## src/hw/fault_irq_regs.vh

```
// Register offsets, field positions, reset values for the fault interrupt block
// Assumes a 32-bit AXI4-Lite register port; all offsets below are
// register indices and the byte address is four times the index.
`ifndef FAULT_IRQ_REGS_VH
`define FAULT_IRQ_REGS_VH

// ----------------------------------------
// Register indices (byte address is four times the index)
// ----------------------------------------
`define LED_IRQ_EN_IDX 8'h0c
`define SUPPLY_FLAGS_IDX 8'h0e
`define SUPPLY_IRQ_EN_IDX 8'h14
`define LED_FLAGS_IDX 8'h15
`define IRQ_STATUS_IDX 8'h16
`define IRQ_MASK_IDX 8'h17

// ----------------------------------------
// Reset values
// ----------------------------------------
`define LED_IRQ_EN_RST 16'h00aa
`define SUPPLY_IRQ_EN_RST 16'h2aaa
`define SUPPLY_FLAGS_RST 16'h0000
`define IRQ_MASK_RST 16'h0000

// ----------------------------------------
// Field positions of the LED enable register
// ----------------------------------------
`define GLOBAL_EN_HI 7
`define TIMEOUT_EN_HI 5
`define BAD_STRING_EN_HI 3
`define LED_FAULT_EN_HI 1

// ----------------------------------------
// Event bits of the sticky status register
// ----------------------------------------
`define EV_SUPPLY 0
`define EV_TIMEOUT 1
`define EV_BAD_STRING 2
`define EV_LED_FAULT 3
`define EV_WIDTH 4

// ----------------------------------------
// AXI responses
// ----------------------------------------
`define RESP_OKAY 2'b00
`define RESP_SLVERR 2'b10

`endif

```

## src/hw/fault_irq_ctrl.v

```verilog
// Fault interrupt controller of an LED backlight driver, AXI4-Lite slave
// Assumes fault inputs are asynchronous levels from the analog blocks
// Notes on behaviour
// - enable reads 0h off, 2h on
// - write 1h disables, 3h enables
// - global enable bits 7-6 gate output
// - bits 5-4 enable bus timeout interrupt
// - bits 3-2 enable bad string interrupt
// - bits 1-0 enable LED fault interrupt
// - bits 15-8 reserved, read zero
// - fault bit reads 1 once seen, sticky
// - status plus clear bit together clear
// - CRC flag bit 15, clear 14
// - sync clock missing bit 13, clear 12
// - charge pump fault bit 11, clear 10
// - pump capacitor missing bit 9, clear 8
// - input overcurrent bit 7, clear 6
// - core undervoltage bit 5, clear 4
// - input overvoltage bit 3, clear 2
// - input undervoltage bit 1, clear 0
// - supply faults other than CRC gated by per-fault enables
//
// Our own choice: the AXI4-Lite interface to the registers.
`timescale 1ns/1ps
`default_nettype none
`include "fault_irq_regs.vh"
module fault_irq_ctrl
(
	input wire mclk,
	input wire rstn,
	input wire [7:0] supply_fault_in, // Supply faults, bit 7 is CRC
	input wire bus_timeout_in, // Bus communication timeout
	input wire bad_string_in, // Invalid string configuration
	input wire led_fault_in, // LED open or short
	input wire [7:0] s_axi_awaddr,
	input wire s_axi_awvalid,
	output wire s_axi_awready,
	input wire [31:0] s_axi_wdata,
	input wire [3:0] s_axi_wstrb,
	input wire s_axi_wvalid,
	output wire s_axi_wready,
	output reg [1:0] s_axi_bresp,
	output reg s_axi_bvalid,
	input wire s_axi_bready,
	input wire [7:0] s_axi_araddr,
	input wire s_axi_arvalid,
	output wire s_axi_arready,
	output reg [31:0] s_axi_rdata,
	output reg [1:0] s_axi_rresp,
	output reg s_axi_rvalid,
	input wire s_axi_rready,
	output reg fault_irq // Level interrupt, high while fault pending
);

// ----------------------------------------
// Helper functions
// ----------------------------------------
// Read code of an enable field: 2h on, 0h off
function [1:0] en_code;
	input en;
	begin
		en_code = {en, 1'b0};
	end
endfunction

// Byte address of a register index
function [7:0] byte_addr;
	input [7:0] idx;
	begin
		byte_addr = {idx[5:0], 2'b00};
	end
endfunction

// ----------------------------------------
// Input synchronisers
// ----------------------------------------
reg [10:0] sync1; // First stage, read only by sync2
reg [10:0] sync2; // Second stage, used by logic
wire [10:0] raw_in;
assign raw_in = {led_fault_in, bad_string_in, bus_timeout_in,
	supply_fault_in};

always @(posedge mclk or negedge rstn)
begin
	if (!rstn)
	begin
		sync1 <= 11'h000;
		sync2 <= 11'h000;
	end
	else
	begin
		sync1 <= raw_in;
		sync2 <= sync1;
	end
end

// ----------------------------------------
// AXI4-Lite write channel
// ----------------------------------------
reg aw_held; // Address taken, waiting for data
reg w_held; // Data taken, waiting for address
reg [7:0] aw_addr; // Held write address
reg [31:0] w_data; // Held write data
reg [3:0] w_strb; // Held byte strobes
wire wr_go; // Both halves present, perform write
wire wr_hit; // Held address names a mapped register

// Accept each half once; stall until the response is taken
assign s_axi_awready = !aw_held && !s_axi_bvalid;
assign s_axi_wready = !w_held && !s_axi_bvalid;
assign wr_go = aw_held && w_held;

always @(posedge mclk or negedge rstn)
begin
	if (!rstn)
	begin
		aw_held <= 1'b0;
		w_held <= 1'b0;
		aw_addr <= 8'h00;
		w_data <= 32'h00000000;
		w_strb <= 4'h0;
		s_axi_bvalid <= 1'b0;
		s_axi_bresp <= `RESP_OKAY;
	end
	else
	begin
		if (s_axi_awvalid && s_axi_awready)
		begin
			aw_held <= 1'b1;
			aw_addr <= s_axi_awaddr;
		end
		if (s_axi_wvalid && s_axi_wready)
		begin
			w_held <= 1'b1;
			w_data <= s_axi_wdata;
			w_strb <= s_axi_wstrb;
		end
		if (wr_go)
		begin
			// Write commits here; response the next cycle
			aw_held <= 1'b0;
			w_held <= 1'b0;
			s_axi_bvalid <= 1'b1;
			s_axi_bresp <= wr_hit ? `RESP_OKAY : `RESP_SLVERR;
		end
		else if (s_axi_bvalid && s_axi_bready)
			s_axi_bvalid <= 1'b0;
	end
end

// ----------------------------------------
// Write decode
// ----------------------------------------
// Fields live in the low 16 bits; a field changes only when its own byte lane
// is strobed, so partial lanes only touch their own byte
wire lo_ok;
wire hi_ok;
wire wr_led_en;
wire wr_sup_en;
wire wr_flags;
wire wr_mask;
assign lo_ok = w_strb[0];
assign hi_ok = w_strb[1];
assign wr_led_en = wr_go && aw_addr == byte_addr(`LED_IRQ_EN_IDX);
assign wr_sup_en = wr_go && aw_addr == byte_addr(`SUPPLY_IRQ_EN_IDX);
assign wr_flags = wr_go && aw_addr == byte_addr(`SUPPLY_FLAGS_IDX);
assign wr_mask = wr_go && aw_addr == byte_addr(`IRQ_MASK_IDX);
assign wr_hit = wr_led_en || wr_sup_en || wr_flags || wr_mask ||
	aw_addr == byte_addr(`LED_FLAGS_IDX) ||
	aw_addr == byte_addr(`IRQ_STATUS_IDX);

// ----------------------------------------
// LED enable register: four guarded fields
// ----------------------------------------
wire [3:0] led_en; // 3 global, 2 timeout, 1 string, 0 LED fault
genvar gi;
generate
	for (gi = 0; gi < 4; gi = gi + 1)
	begin : g_led_en
		guarded_enable u_en
		(
			.mclk(mclk),
			.rstn(rstn),
			.wr(wr_led_en && lo_ok),
			.wdata(w_data[2*gi+1:2*gi]),
			.enabled(led_en[gi])
		);
	end
endgenerate

// ----------------------------------------
// Supply enable register: seven guarded fields
// ----------------------------------------
// Index 6 sits at bits 13-12; bits 15-14 are reserved
wire [6:0] sup_en;
generate
	for (gi = 0; gi < 7; gi = gi + 1)
	begin : g_sup_en
		guarded_enable u_en
		(
			.mclk(mclk),
			.rstn(rstn),
			.wr(wr_sup_en && (gi < 4 ? lo_ok : hi_ok)),
			.wdata(w_data[2*gi+1:2*gi]),
			.enabled(sup_en[gi])
		);
	end
endgenerate

// ----------------------------------------
// Supply fault flags: status at odd bit, clear at even bit
// ----------------------------------------
// Pair k: status bit 2k+1, clear bit 2k; pair 7 is the CRC error
wire [7:0] sup_flag;
wire [7:0] sup_rise;
generate
	for (gi = 0; gi < 8; gi = gi + 1)
	begin : g_flag
		fault_flag u_flag
		(
			.mclk(mclk),
			.rstn(rstn),
			.fault_in(sync2[gi]),
			.wr(wr_flags && (gi < 4 ? lo_ok : hi_ok)),
			.wr_flag(w_data[2*gi+1]),
			.wr_clr(w_data[2*gi]),
			.flag(sup_flag[gi]),
			.rise(sup_rise[gi])
		);
	end
endgenerate

// LED-side faults, cleared through the LED flags register (status/clear
// pairs: bit 5/4 timeout, 3/2 string, 1/0 LED fault)
wire [2:0] led_flag;
wire [2:0] led_rise;
generate
	for (gi = 0; gi < 3; gi = gi + 1)
	begin : g_led_flag
		fault_flag u_flag
		(
			.mclk(mclk),
			.rstn(rstn),
			.fault_in(sync2[10-gi]),
			.wr(wr_go && lo_ok && aw_addr == byte_addr(`LED_FLAGS_IDX)),
			.wr_flag(w_data[2*gi+1]),
			.wr_clr(w_data[2*gi]),
			.flag(led_flag[gi]),
			.rise(led_rise[gi])
		);
	end
endgenerate
// led_flag[0] LED fault, [1] string, [2] timeout

// ----------------------------------------
// Interrupt pin
// ----------------------------------------
// CRC error has no enable field and always counts
wire sup_pend;
wire led_pend;
assign sup_pend = |(sup_flag[6:0] & sup_en) | sup_flag[7];
assign led_pend = (led_flag[0] & led_en[0]) |
	(led_flag[1] & led_en[1]) |
	(led_flag[2] & led_en[2]);

// ----------------------------------------
// Sticky event status and mask
// ----------------------------------------
reg [`EV_WIDTH-1:0] ev_status; // Set on new faults, cleared by read
reg [`EV_WIDTH-1:0] ev_mask; // One enables the event onto the pin
wire [`EV_WIDTH-1:0] ev_set;
wire rd_status;
assign ev_set = {led_rise[0], led_rise[1], led_rise[2], |sup_rise};

// Read clears, but a new event in the same cycle survives
always @(posedge mclk or negedge rstn)
begin
	if (!rstn)
		ev_status <= {`EV_WIDTH{1'b0}};
	else if (rd_status)
		ev_status <= ev_set;
	else
		ev_status <= ev_status | ev_set;
end

// Mask reset value, cut to the event width on purpose
localparam [15:0] MASK_RST = `IRQ_MASK_RST;

// Mask register write
always @(posedge mclk or negedge rstn)
begin
	if (!rstn)
		ev_mask <= MASK_RST[`EV_WIDTH-1:0];
	else if (wr_mask && lo_ok)
		ev_mask <= w_data[`EV_WIDTH-1:0];
end

// Pin: latched faults, or unmasked sticky events; global gates all
always @(posedge mclk or negedge rstn)
begin
	if (!rstn)
		fault_irq <= 1'b0;
	else
		fault_irq <= led_en[3] && (sup_pend || led_pend ||
			|(ev_status & ev_mask));
end

// ----------------------------------------
// AXI4-Lite read channel
// ----------------------------------------
reg [31:0] next_rdata;
assign s_axi_arready = !s_axi_rvalid;
assign rd_status = s_axi_arvalid && s_axi_arready &&
	s_axi_araddr == byte_addr(`IRQ_STATUS_IDX);

// Read mux; reserved bits and upper half read zero
always @*
begin
	next_rdata = 32'h00000000;
	case (s_axi_araddr)
		byte_addr(`LED_IRQ_EN_IDX):
			next_rdata[7:0] = {en_code(led_en[3]), en_code(led_en[2]),
				en_code(led_en[1]), en_code(led_en[0])};
		byte_addr(`SUPPLY_IRQ_EN_IDX):
			next_rdata[13:0] = {en_code(sup_en[6]), en_code(sup_en[5]),
				en_code(sup_en[4]), en_code(sup_en[3]), en_code(sup_en[2]),
				en_code(sup_en[1]), en_code(sup_en[0])};
		byte_addr(`SUPPLY_FLAGS_IDX):
			next_rdata[15:0] = {sup_flag[7], 1'b0, sup_flag[6], 1'b0,
				sup_flag[5], 1'b0, sup_flag[4], 1'b0, sup_flag[3], 1'b0,
				sup_flag[2], 1'b0, sup_flag[1], 1'b0, sup_flag[0],
				1'b0};
		byte_addr(`LED_FLAGS_IDX):
			next_rdata[5:0] = {led_flag[2], 1'b0, led_flag[1], 1'b0,
				led_flag[0], 1'b0};
		byte_addr(`IRQ_STATUS_IDX):
			next_rdata[`EV_WIDTH-1:0] = ev_status;
		byte_addr(`IRQ_MASK_IDX):
			next_rdata[`EV_WIDTH-1:0] = ev_mask;
		default:
			next_rdata = 32'h00000000;
	endcase
end

// Read response one cycle after the address is taken
always @(posedge mclk or negedge rstn)
begin
	if (!rstn)
	begin
		s_axi_rvalid <= 1'b0;
		s_axi_rdata <= 32'h00000000;
		s_axi_rresp <= `RESP_OKAY;
	end
	else if (s_axi_arvalid && s_axi_arready)
	begin
		s_axi_rvalid <= 1'b1;
		s_axi_rdata <= next_rdata;
		case (s_axi_araddr)
			byte_addr(`LED_IRQ_EN_IDX), byte_addr(`SUPPLY_IRQ_EN_IDX),
			byte_addr(`SUPPLY_FLAGS_IDX), byte_addr(`LED_FLAGS_IDX),
			byte_addr(`IRQ_STATUS_IDX), byte_addr(`IRQ_MASK_IDX):
				s_axi_rresp <= `RESP_OKAY;
			default:
				s_axi_rresp <= `RESP_SLVERR;
		endcase
	end
	else if (s_axi_rvalid && s_axi_rready)
		s_axi_rvalid <= 1'b0;
end

endmodule
`default_nettype wire

```

## src/hw/guarded_enable.v

```verilog
// One two-bit guarded interrupt enable field
// Assumes wr is a one-cycle write strobe on mclk
`timescale 1ns/1ps
`default_nettype none
module guarded_enable
(
	input wire mclk,
	input wire rstn,
	input wire wr, // Write strobe for this field
	input wire [1:0] wdata, // Written code
	output reg enabled // Current enable state
);

// ----------------------------------------
// Enable bit, resets enabled
// ----------------------------------------
// Only codes with the low bit set act; 0h and 2h change nothing.
// The upper bit is the new state, so 1h disables and 3h enables.
always @(posedge mclk or negedge rstn)
begin
	if (!rstn)
		enabled <= 1'b1;
	else if (wr && wdata[0])
		enabled <= wdata[1];
end
endmodule
`default_nettype wire

```

## src/hw/fault_flag.v

```verilog
// One sticky fault flag with paired status and clear write bits
// Assumes fault_in is already synchronised to mclk
`timescale 1ns/1ps
`default_nettype none
module fault_flag
(
	input wire mclk,
	input wire rstn,
	input wire fault_in, // Fault level, same domain
	input wire wr, // Write strobe to the flag register
	input wire wr_flag, // Written status bit
	input wire wr_clr, // Written clear bit
	output reg flag, // Latched fault
	output wire rise // One-cycle pulse when a new fault latches
);

reg fault_d; // Previous fault level

// ----------------------------------------
// Latch and guarded clear
// ----------------------------------------
// A fault present in the clear cycle wins, so no event is lost
always @(posedge mclk or negedge rstn)
begin
	if (!rstn)
	begin
		flag <= 1'b0;
		fault_d <= 1'b0;
	end
	else
	begin
		fault_d <= fault_in;
		if (fault_in)
			flag <= 1'b1;
		else if (wr && wr_flag && wr_clr)
			flag <= 1'b0;
	end
end

assign rise = fault_in & ~fault_d;
endmodule
`default_nettype wire

```

## config.mk

```make
export PLATFORM = sky130hd
export DESIGN_NAME = fault_irq_ctrl
export DESIGN_NICKNAME = d
export VERILOG_FILES = /design/src/hw/fault_irq_ctrl.v /design/src/hw/guarded_enable.v /design/src/hw/fault_flag.v
export VERILOG_INCLUDE_DIRS = /design/src /design/src/hw
export SDC_FILE = /design/constraint.sdc
export NUM_CORES = 1
export LEC_CHECK = 0
export ABC_AREA = 0
export ABC_CLOCK_PERIOD_IN_PS = 2200
export BUFFER_PORTS_ARGS = -buffer_cell sky130_fd_sc_hd__buf_2
export CAP_MARGIN = 20
export CELL_PAD_IN_SITES_DETAIL_PLACEMENT = 1
export CELL_PAD_IN_SITES_GLOBAL_PLACEMENT = 1
export CORE_MARGIN = 4
export CORE_UTILIZATION = 30
export CTS_CLUSTER_DIAMETER = 30
export DETAILED_ROUTE_END_ITERATION = 8
export PLACE_DENSITY = 0.63
export SYNTH_ARGS = -nofsm -noshare
export SYNTH_HDL_FRONTEND = slang
export SYNTH_SLANG_ARGS = --single-unit
```

## constraint.sdc

```tcl
create_clock -name mclk -period 2.2 [get_ports mclk]
set_input_delay 0.44 -clock mclk [delete_from_list [all_inputs] [get_ports mclk]]
set_output_delay 0.44 -clock mclk [all_outputs]
set_load 0.01 [all_outputs]
```

---- Word level (Yosys, flattened, before mapping) ----
Cells that the tools add are included.
word-level totals
  register bits ........................... 114
cells by class
  bitwise gates (word level) .............. 31
  muxes and demuxes ....................... 38
  reductions and logical operators ........ 85
  equal/unequal tests ..................... 12
operators with widths
  kind                number
  $eq 8x7->1 const B  8
  $logic_and 1x1->1   55
  $eq 8x6->1 const B  4
  $mux 1              30
  $reduce_bool 2->1   15
  $pmux 4 s6          1
  $and 1x1->1         14
  $pmux 6 s2          1
  $not 1->1           11
  $pmux 2 s4          1
  $reduce_or 8->1     1
  $and 7x7->7         1
  $logic_or 1x1->1    7
  $reduce_or 7->1     1
  $mux 2              3
  $pmux 2 s3          1
  $reduce_or 6->1     1
  $and 4x4->4         1
  $logic_not 1->1     4
  $mux 4              1
  $or 4x4->4          1
  $reduce_or 4->1     1
  $or 1x1->1          3

---- Depth between registers and ports, before layout ----
Gate-level depths: netlist of run 1.
  depth in word-level cells ............... 8
  depth in mapped cells ................... 5
  depth with buffers taken out ............ 4

---- By module ----
Synthesis of run 1 repeated with hierarchy kept, for this count alone.
unflattened totals
  cell total of the unflattened synthesis .. 336
  area total of the unflattened synthesis .. 4394.2 um2
by module, submodules not included
  module          cells an instance  area an instance (um2)  seq. area each (um2)  instances
  fault_irq_ctrl  248                3141.8                  1826.8                1
  fault_flag      5                  68.8                    50.0                  11
  guarded_enable  3                  45.0                    26.3                  11

---- Least setup slack after synthesis of run 1 ----
No wires, ideal clock.
  path type ............................... register to register
  start ................................... register aw_addr[1]
  end ..................................... register g_led_flag[1].u_flag.flag
  path buffers ............................ 0
  data required time ...................... 2.081 ns
  cell stages (with the launch flop) ...... 5
  library setup time ...................... 0.119 ns
  slack ................................... 0.380 ns
  arrival ................................. 1.702 ns
  path through ............................ dfrtp_1 or4b_4 or4_4 o21ai_1 nand2_1
between the ends
  longest elaborated chain between the ends .. 5
ends and longest elaborated chain
  item                            RTL line              source
  start: declaration              fault_irq_ctrl.v:102  reg [7:0] aw_addr;
  start signal: assignment        fault_irq_ctrl.v:130  aw_addr <= s_axi_awaddr;
  $eq 8x7->1                      fault_irq_ctrl.v:245  .wr(wr_go && lo_ok && aw_addr == byte_addr(`LED_FLAGS_IDX)),
  $logic_and 1x1->1               fault_irq_ctrl.v:245
  $logic_and 1x1->1 (2 in a row)  fault_flag.v:35       else if (wr && wr_flag && wr_clr)
  $reduce_bool 2->1 (no line)     -
  end signal: assignment          fault_flag.v:27       flag <= 1'b0;
  end signal: assignment          fault_flag.v:34       flag <= 1'b1;
  end signal: assignment          fault_flag.v:36       flag <= 1'b0;
  end: declaration                fault_flag.v:13       output reg flag,
Every way passes these cells.
A chain may end at the register's enable or synchronous reset.

---- Final worst setup path of run 1 ----
  start ................................... register aw_addr[1]
  end ..................................... register g_led_flag[2].u_flag.flag
between the ends
  longest elaborated chain between the ends .. 5
ends and longest elaborated chain
  item                            RTL line
  $eq 8x7->1                      fault_irq_ctrl.v:245
  $logic_and 1x1->1               fault_irq_ctrl.v:245
  $logic_and 1x1->1 (2 in a row)  fault_flag.v:35
  $reduce_bool 2->1 (no line)     -
  end signal: assignment          fault_flag.v:27
  end signal: assignment          fault_flag.v:34
  end signal: assignment          fault_flag.v:36
  end: declaration                fault_flag.v:13
Every way passes these cells.

==> flow_metrics.py, run 1 <==
metrics = {
    "routing": {
        "vias": 2876,
        "wl_per_cell_um": 15.93,
        "drc": 0,
        "drtIter0Drc": 94,
        "firstDrtPassIters": 4,
        "antenna_left": 0,
        "totalWireLength_um": 9891,
        "avgViaCountPerCell": 4.631,
    },
    "clock_network": {
        "hold_buffers": 0,
        "cts_resized": 0,
        "clock_sinks": 106,
        "cts_made_buffers": 9,
        "root_buffer": "clkbuf_16",
        "cts_tree": "done",
        "h-tree-depth": 3,
        "clkLatencyLatePin_ps": 350,
        "clockBufferDepth": 2,
        "clk_pin_slew_ps": 70,
        "cts_setup_buffers": 0,
    },
    "floorplan": {
        "initial_core_util_pct": 30.95,
        "core_area_sq_mm": 0.01399,
        "rows": 43,
        "dieArea_sq_mm": 0.01642,
        "io_pins": 112,
        "die_w_um": 128.1,
        "fp.dieH_um": 128.1,
    },
    "setup_path": {
        "critPathCapture": "g_led_flag[2].u_flag.flag",
        "cp_data_required_time_ps": 2440,
        "arrival_ps": 2190,
        "crit-reg2reg-launch": "aw_addr[1]",
        "crit_path_top_delay_cell": "or4b_4",
        "cp-end-kind": "flip-flop",
        "path_buf_inv": 0,
        "worst_path_dominant_cell_family": "simple AND/OR/NAND/NOR gates",
        "rr_worst_depth": 4,
        "r2r_slack_ps": 250,
        "critPathLaunch": "aw_addr[1]",
        "worstSetupPathType": "reg -> reg",
        "start_kind": "flip-flop",
        "rr_endpoint": "g_led_flag[2].u_flag.flag",
        "crit_cells": 4,
        "worstPathMaxFanout": 5,
        "path_cells": "or4b_4 -> or4_4 -> o21ai_1 -> nand2_1",
        "slowest_delay_ps": 620,
    },
    "status": {
        "status": "finished clean",
    },
    "layout": {
        "fin_nets": 506,
        "final_util_pct": 36.97,
        "register_area_sq_mm": 0.002666,
        "areaGrowthSynthToFinish_pct": 19.45,
        "final_area_sq_mm": 0.005171,
        "antennaDiodeCount": 0,
        "fillCellCount": 1547,
        "drive_above_1_share_pct": 34.47,
        "multiInputGateArea_sq_mm": 0.001475,
    },
    "global_route": {
        "grt_pass1_vias": 3060,
        "grt_start_max_net_pins": 67,
        "groute.usage.overall_pct": 12.73,
        "overflow": 0,
        "grt_pass1_wl_um": 16220,
        "antenna_found_initial": 0,
    },
    "logic_synthesis": {
        "synthArstFlopShare_pct": 100.0,
        "ys_ff_latch": 106,
        "syn_inst": 353,
        "synth_xor_area_share_pct": 0,
        "seq_area_frac_synth_pct": 61.59,
        "synth.area.mux_share_pct": 11.13,
        "yosys_warnings": 0,
        "synth_top_area_share_pct": 54.91,
        "synth_compound_area_share_pct": 7.775,
        "synth_area_sq_mm": 0.004329,
        "synth_edf_count": 0,
        "synthTopCellsByArea": "dfrtp_1, mux2_2, dfstp_2",
        "synth_top_family_by_area": "simple AND/OR/NAND/NOR gates",
        "synth_top_area_cell": "dfrtp_1",
        "synth-simple-area-share_pct": 13.09,
        "ys.flop_type": "dfrtp_1",
        "synth_cell_types": 49,
        "synthAdderAreaFrac_pct": 0,
        "synth_area_per_cell_sq_um": 12.26,
    },
    "timing": {
        "post-route-period-util_pct": 88.70,
        "skew_ps": 13.33,
        "period_minus_slack_ps": 1951,
        "final_hold_viol_count": 0,
        "maxSlewViolCount": 0,
        "max_freq_ghz": 0.5125,
        "rsz0062_at_grt": "no",
        "finalSetupTns_ps": 0,
        "finalSetupViolations": 0,
        "holdWs_ps": 17.09,
    },
    "power_and_ir_drop": {
        "ir_drop_v": 0.0004765,
        "powerDensity_mw_per_mm2": 1018,
        "leakage_nw": 2.343,
    },
    "placed_design": {
        "place.gp.congestion": 0.8093,
        "dp.final_hpwl_um": 7400,
        "placed_area_sq_mm": 0.004873,
        "port_buffers": 69,
    },
    "worst_hold_path": {
        "holdCritPathClass": "in -> async",
    },
    "run": {
        "maxCapViolations": 0,
    },
}
-- area by class of cell --
class,count,share of cell area [%]
flip-flops and latches,106,51.56
inverters,19,1.379
well taps,180,4.355
clock buffers,13,4.839
repair buffers,79,8.420
clock inverters,3,0.9194
multi-input cells,221,28.53
-- per-layer routing --
layer | routed length (um) | up-vias | GRT usage (%)
met5 | 0 | - | 0
li1 | - | 1354 | -
met1 | 4562 | 1421 | 17.67
met2 | 4559 | 86 | 19.50
met4 | 177 | 0 | 5.431
met3 | 592 | 15 | 2.375
-- worst reg2reg max path: stages, from the launching register on --
cell and delay (ps):
dfrtp_1 400, or4b_4 620, or4_4 590, o21ai_1 170, nand2_1 70
-- where the power goes --
part | internal (mW) | total, mW | switching (mW)
logic | 0.497 | 0.991 | 0.494
clock network | 0.922 | 1.63 | 0.711
registers | 2.31 | 2.64 | 0.329
-- synth_stat cells (all sizes together) (2+ instances only) --
master,instances
a21oi,4
a31oi,2
inv,19
dfrtp,95
nand4b,2
nand4,4
a2bb2oi,2
nor4,4
and2,4
a221oi,3
mux2,39
a22oi,7
mux2i,2
nand3,4
buf,24
clkbuf,6
nor2,14
dfstp,11
or3b,2
and3,2
o22ai,6
nor3,2
o21ai,24
nor4b,2
nor4bb,2
or4b,3
nand2,47
-- cells by family after synthesis --
group                  after synthesis
AO/OA/AOI/OAI                       54
buffers and inverters               49
flip-flops                         106
multiplexers                        42
other                                1
AND/OR/NAND/NOR                    101
-- layout by cell type, fill, tap and decap left out, types with 2 or more instances in the layout --
cell / synthesis / final
mux2_2: 39 / 39
clkbuf_1: 6 / 3
mux2i_1: 2 / 2
buf_4: 24 / 10
dfstp_2: 11 / 11
and3_1: 2 / 2
o22ai_1: 6 / 6
a31oi_1: 2 / 2
nor2_1: 14 / 14
nor4_4: 2 / 2
nand2_1: 47 / 47
a2bb2oi_1: 2 / 2
a22oi_1: 7 / 7
clkbuf_16: 0 / 9
inv_1: 19 / 19
o21ai_1: 3 / 3
nor4bb_1: 2 / 2
nor4b_1: 2 / 2
and2_1: 4 / 4
a21oi_1: 4 / 4
conb_1: 1 / 24
nand4b_1: 2 / 2
nand3_1: 4 / 4
dfrtp_1: 95 / 95
nand4_1: 4 / 4
buf_2: 0 / 68
a221oi_1: 3 / 3
nor3_1: 2 / 2
o21ai_0: 21 / 21
or3b_2: 2 / 2
-- state kept, by name, indices dropped and copies added (netlist names) --
name	cells
ev_mask	4
g_led_flag.u_flag.fault_d	3
s_axi_bvalid	1
w_data	16
sync2	11
g_flag.u_flag.flag	8
g_flag.u_flag.fault_d	8
g_sup_en.u_en.enabled	7
aw_addr	8
w_strb	2
g_led_flag.u_flag.flag	3
sync1	11
g_led_en.u_en.enabled	4
w_held	1
s_axi_rdata	10
fault_irq	1
ev_status	4
s_axi_rresp	1
aw_held	1
s_axi_bresp	1
s_axi_rvalid	1
-- per-stage QoR --
step                std cells  worst slack (ps)  power [mW]
floorplan                 376             379.7       3.291
global placement          605             291.7       3.631
detailed placement        605             254.2       3.699
CTS                       621             245.3       5.359
global route              621             178.5       5.600
finish                    621             248.7       5.266
-- worst min path at each step --
stage | from | to | slack (ps) | cells past startpoint
final | rstn | sync1[3] | 20 | 1
after global routing | rstn | sync1[6] | 40 | 1
after CTS | rstn | sync1[6] | 20 | 1
after detailed placement | sync1[1] | sync2[1] | 340 | 0
after global placement | sync1[7] | sync2[7] | 330 | 0
after floorplan | rstn | aw_addr[0] | 140 | 0
Note: power is estimated with default switching activity, not from simulation.
==> inputs of run 2 (changes only) <==
--- a/config.mk
+++ b/config.mk
@@ -10,13 +10,12 @@
 export ABC_CLOCK_PERIOD_IN_PS = 2200
 export BUFFER_PORTS_ARGS = -buffer_cell sky130_fd_sc_hd__buf_2
 export CAP_MARGIN = 20
-export CELL_PAD_IN_SITES_DETAIL_PLACEMENT = 1
-export CELL_PAD_IN_SITES_GLOBAL_PLACEMENT = 1
 export CORE_MARGIN = 4
 export CORE_UTILIZATION = 30
 export CTS_CLUSTER_DIAMETER = 30
 export DETAILED_ROUTE_END_ITERATION = 8
-export PLACE_DENSITY = 0.63
+export GPL_TIMING_DRIVEN = 0
+export PLACE_DENSITY = 0.52
 export SYNTH_ARGS = -nofsm -noshare
 export SYNTH_HDL_FRONTEND = slang
 export SYNTH_SLANG_ARGS = --single-unit
==> constraint.sdc (replaced) <==
create_clock -name mclk -period 2.2 [get_ports mclk]
set_input_delay 0.11 -clock mclk [delete_from_list [all_inputs] [get_ports mclk]]
set_output_delay 0.11 -clock mclk [all_outputs]
set_load 0.01 [all_outputs]
==> flow_metrics.py, run 2 (synthesis results as in run 1) <==
metrics = {
    "clock_network": {
        "clock_sinks": 106,
        "clk_pin_slew_ps": 70,
        "clkLatencyLatePin_ps": 350,
        "h-tree-depth": 3,
        "root_buffer": "clkbuf_16",
        "cts_tree": "done",
        "cts_made_buffers": 9,
        "cts_resized": 0,
        "clockBufferDepth": 2,
        "hold_buffers": 32,
        "cts_setup_buffers": 0,
    },
    "setup_path": {
        "arrival_ps": 2270,
        "crit-reg2reg-launch": "aw_addr[1]",
        "cp_data_required_time_ps": 2480,
        "crit_path_top_delay_cell": "or4b_4",
        "rr_worst_depth": 4,
        "cp-end-kind": "flip-flop",
        "r2r_slack_ps": 210,
        "path_cells": "or4b_4 -> nor4_2 -> nand2_1 -> mux2_2",
        "start_kind": "flip-flop",
        "slowest_delay_ps": 610,
        "worstPathMaxFanout": 5,
        "worstSetupPathType": "reg -> reg",
        "rr_endpoint": "g_sup_en[5].u_en.enabled",
    },
    "worst_hold_path": {
        "min_to": "w_data[12]",
        "holdCritPathClass": "in -> reg",
        "hp-start": "s_axi_wdata[12]",
        "holdPathStages": 2,
    },
    "layout": {
        "drive_above_1_share_pct": 33.81,
        "areaGrowthSynthToFinish_pct": 30.78,
        "reg_top3": "w_data x16, sync1 x11, sync2 x11",
        "largest_reg_flops": 16,
        "fin_nets": 559,
        "fillCellCount": 1327,
        "layout_commonest_cell": "dfrtp_1",
        "final_cell_mix": "dfrtp_1, buf_2, nand2_1",
        "antennaDiodeCount": 0,
        "regMostFlops": "w_data",
    },
    "global_route": {
        "grt_pass1_wl_um": 15990,
        "groute.usage.overall_pct": 12.54,
        "grt_pass1_vias": 3112,
        "grt_start_max_net_pins": 67,
        "overflow": 0,
        "antenna_found_initial": 0,
    },
    "timing": {
        "holdWs_ps": 9.242,
        "rsz0062_at_grt": "no",
        "maxSlewViolCount": 0,
        "slew_headroom_pct": 32.93,
        "final_hold_viol_count": 0,
        "skew_ps": 7.758,
        "period_minus_slack_ps": 1993,
        "post-route-period-util_pct": 90.60,
        "finalSetupViolations": 0,
        "worst_slew_pin_slew_ps": 992.6,
        "max_freq_ghz": 0.5017,
    },
    "routing": {
        "vias": 2996,
        "avgViaCountPerCell": 4.445,
        "totalWireLength_um": 9565,
        "drc": 0,
        "drtIter0Drc": 143,
        "antenna_left": 0,
        "firstDrtPassIters": 4,
        "wl_per_cell_um": 14.19,
    },
    "power_and_ir_drop": {
        "powerDensity_mw_per_mm2": 954.3,
        "intPower_mw": 3.875,
        "leakage_nw": 2.579,
        "finalPower_mw": 5.403,
        "ir_drop_v": 0.0003483,
        "pwr-share-seq_pct": 48.5,
        "power_switching_mw": 1.528,
        "clkPwrFrac_pct": 32.0,
        "p_comb_share_pct": 19.5,
        "p_sw_share_pct": 28.28,
    },
    "floorplan": {
        "io_pins": 112,
        "dieArea_sq_mm": 0.01642,
        "core_area_sq_mm": 0.01399,
        "fp.dieH_um": 128.1,
        "rows": 43,
        "initial_core_util_pct": 30.95,
        "die_w_um": 128.1,
    },
    "placed_design": {
        "port_buffers": 68,
        "dp.final_hpwl_um": 7135,
        "place.gp.congestion": 0.8295,
    },
    "run": {
        "maxCapViolations": 0,
    },
    "status": {
        "status": "finished clean",
    },
}
==> run 2: per-stage QoR <==
| step | TNS, ps | utilization, % | setup WS [ps] | cells | area [sq um] |
|---|---|---|---|---|---|
| 2_1_floorplan | 0 | - | 379.7 | 376 | 4415 |
| 3_3_place_gp | -13370 | 35.61 | -149.9 | 624 | 4981 |
| 3_5_place_dp | 0 | 35.82 | 174.8 | 625 | 5011 |
| 4_1_cts | 0 | 40.40 | 169.0 | 673 | 5652 |
| 5_1_grt | 0 | 40.47 | 142.5 | 674 | 5662 |
| 6_report | 0 | 40.47 | 206.9 | 674 | 5662 |
==> run 2: metal layers <==
layer | track usage [%] | vias up | wire length, um
met4 | 5.119 | 0 | 172
li1 | - | 1459 | -
met1 | 16.20 | 1445 | 4246
met3 | 3.208 | 13 | 544
met2 | 20.12 | 79 | 4601
met5 | 0 | - | 0
==> run 2: power groups by stage <==
stage / sequential, mW / clock (mW) / combinational (mW)
final: 2.62 / 1.73 / 1.05
after global routing: 2.69 / 1.87 / 1.18
after CTS: 2.63 / 1.78 / 1.08
after detailed placement: 2.67 / 0 / 1.03
after global placement: 2.65 / 0 / 0.996
after floorplan: 2.58 / 0 / 0.706
==> run 2: worst max path at each step <==
stage / cells after the start / slack [ps] / from / endpoint
2_1_floorplan: 4 / 380 / aw_addr[1] / g_led_flag[1].u_flag.flag
3_5_place_dp: 4 / 170 / aw_addr[1] / g_sup_en[5].u_en.enabled
5_1_grt: 4 / 140 / aw_addr[1] / g_sup_en[5].u_en.enabled
3_3_place_gp: 1 / -150 / rstn / s_axi_rdata[11]
4_1_cts: 4 / 170 / aw_addr[1] / g_sup_en[5].u_en.enabled
6_report: 4 / 210 / aw_addr[1] / g_sup_en[5].u_en.enabled
==> run 2: cell type report <==
| class | count | area (sq um) | area share, % |
|---|---|---|---|
| repair buffers | 102 | 700.7 | 12.38 |
| plain buffers | 30 | 202.7 | 3.580 |
| clock inverters | 5 | 87.58 | 1.547 |
| well taps | 180 | 225.2 | 3.978 |
| flip-flops and latches | 106 | 2666 | 47.09 |
| multi-input cells | 221 | 1475 | 26.06 |
| inverters | 19 | 71.32 | 1.260 |
| clock buffers | 11 | 232.7 | 4.110 |
==> run 2: critical path: cells and delay by family, from the launching register on <==
kind             cells  cell delay [ps]
and+or+nand+nor      3             1240
muxes                1              290
DFF                  1              390
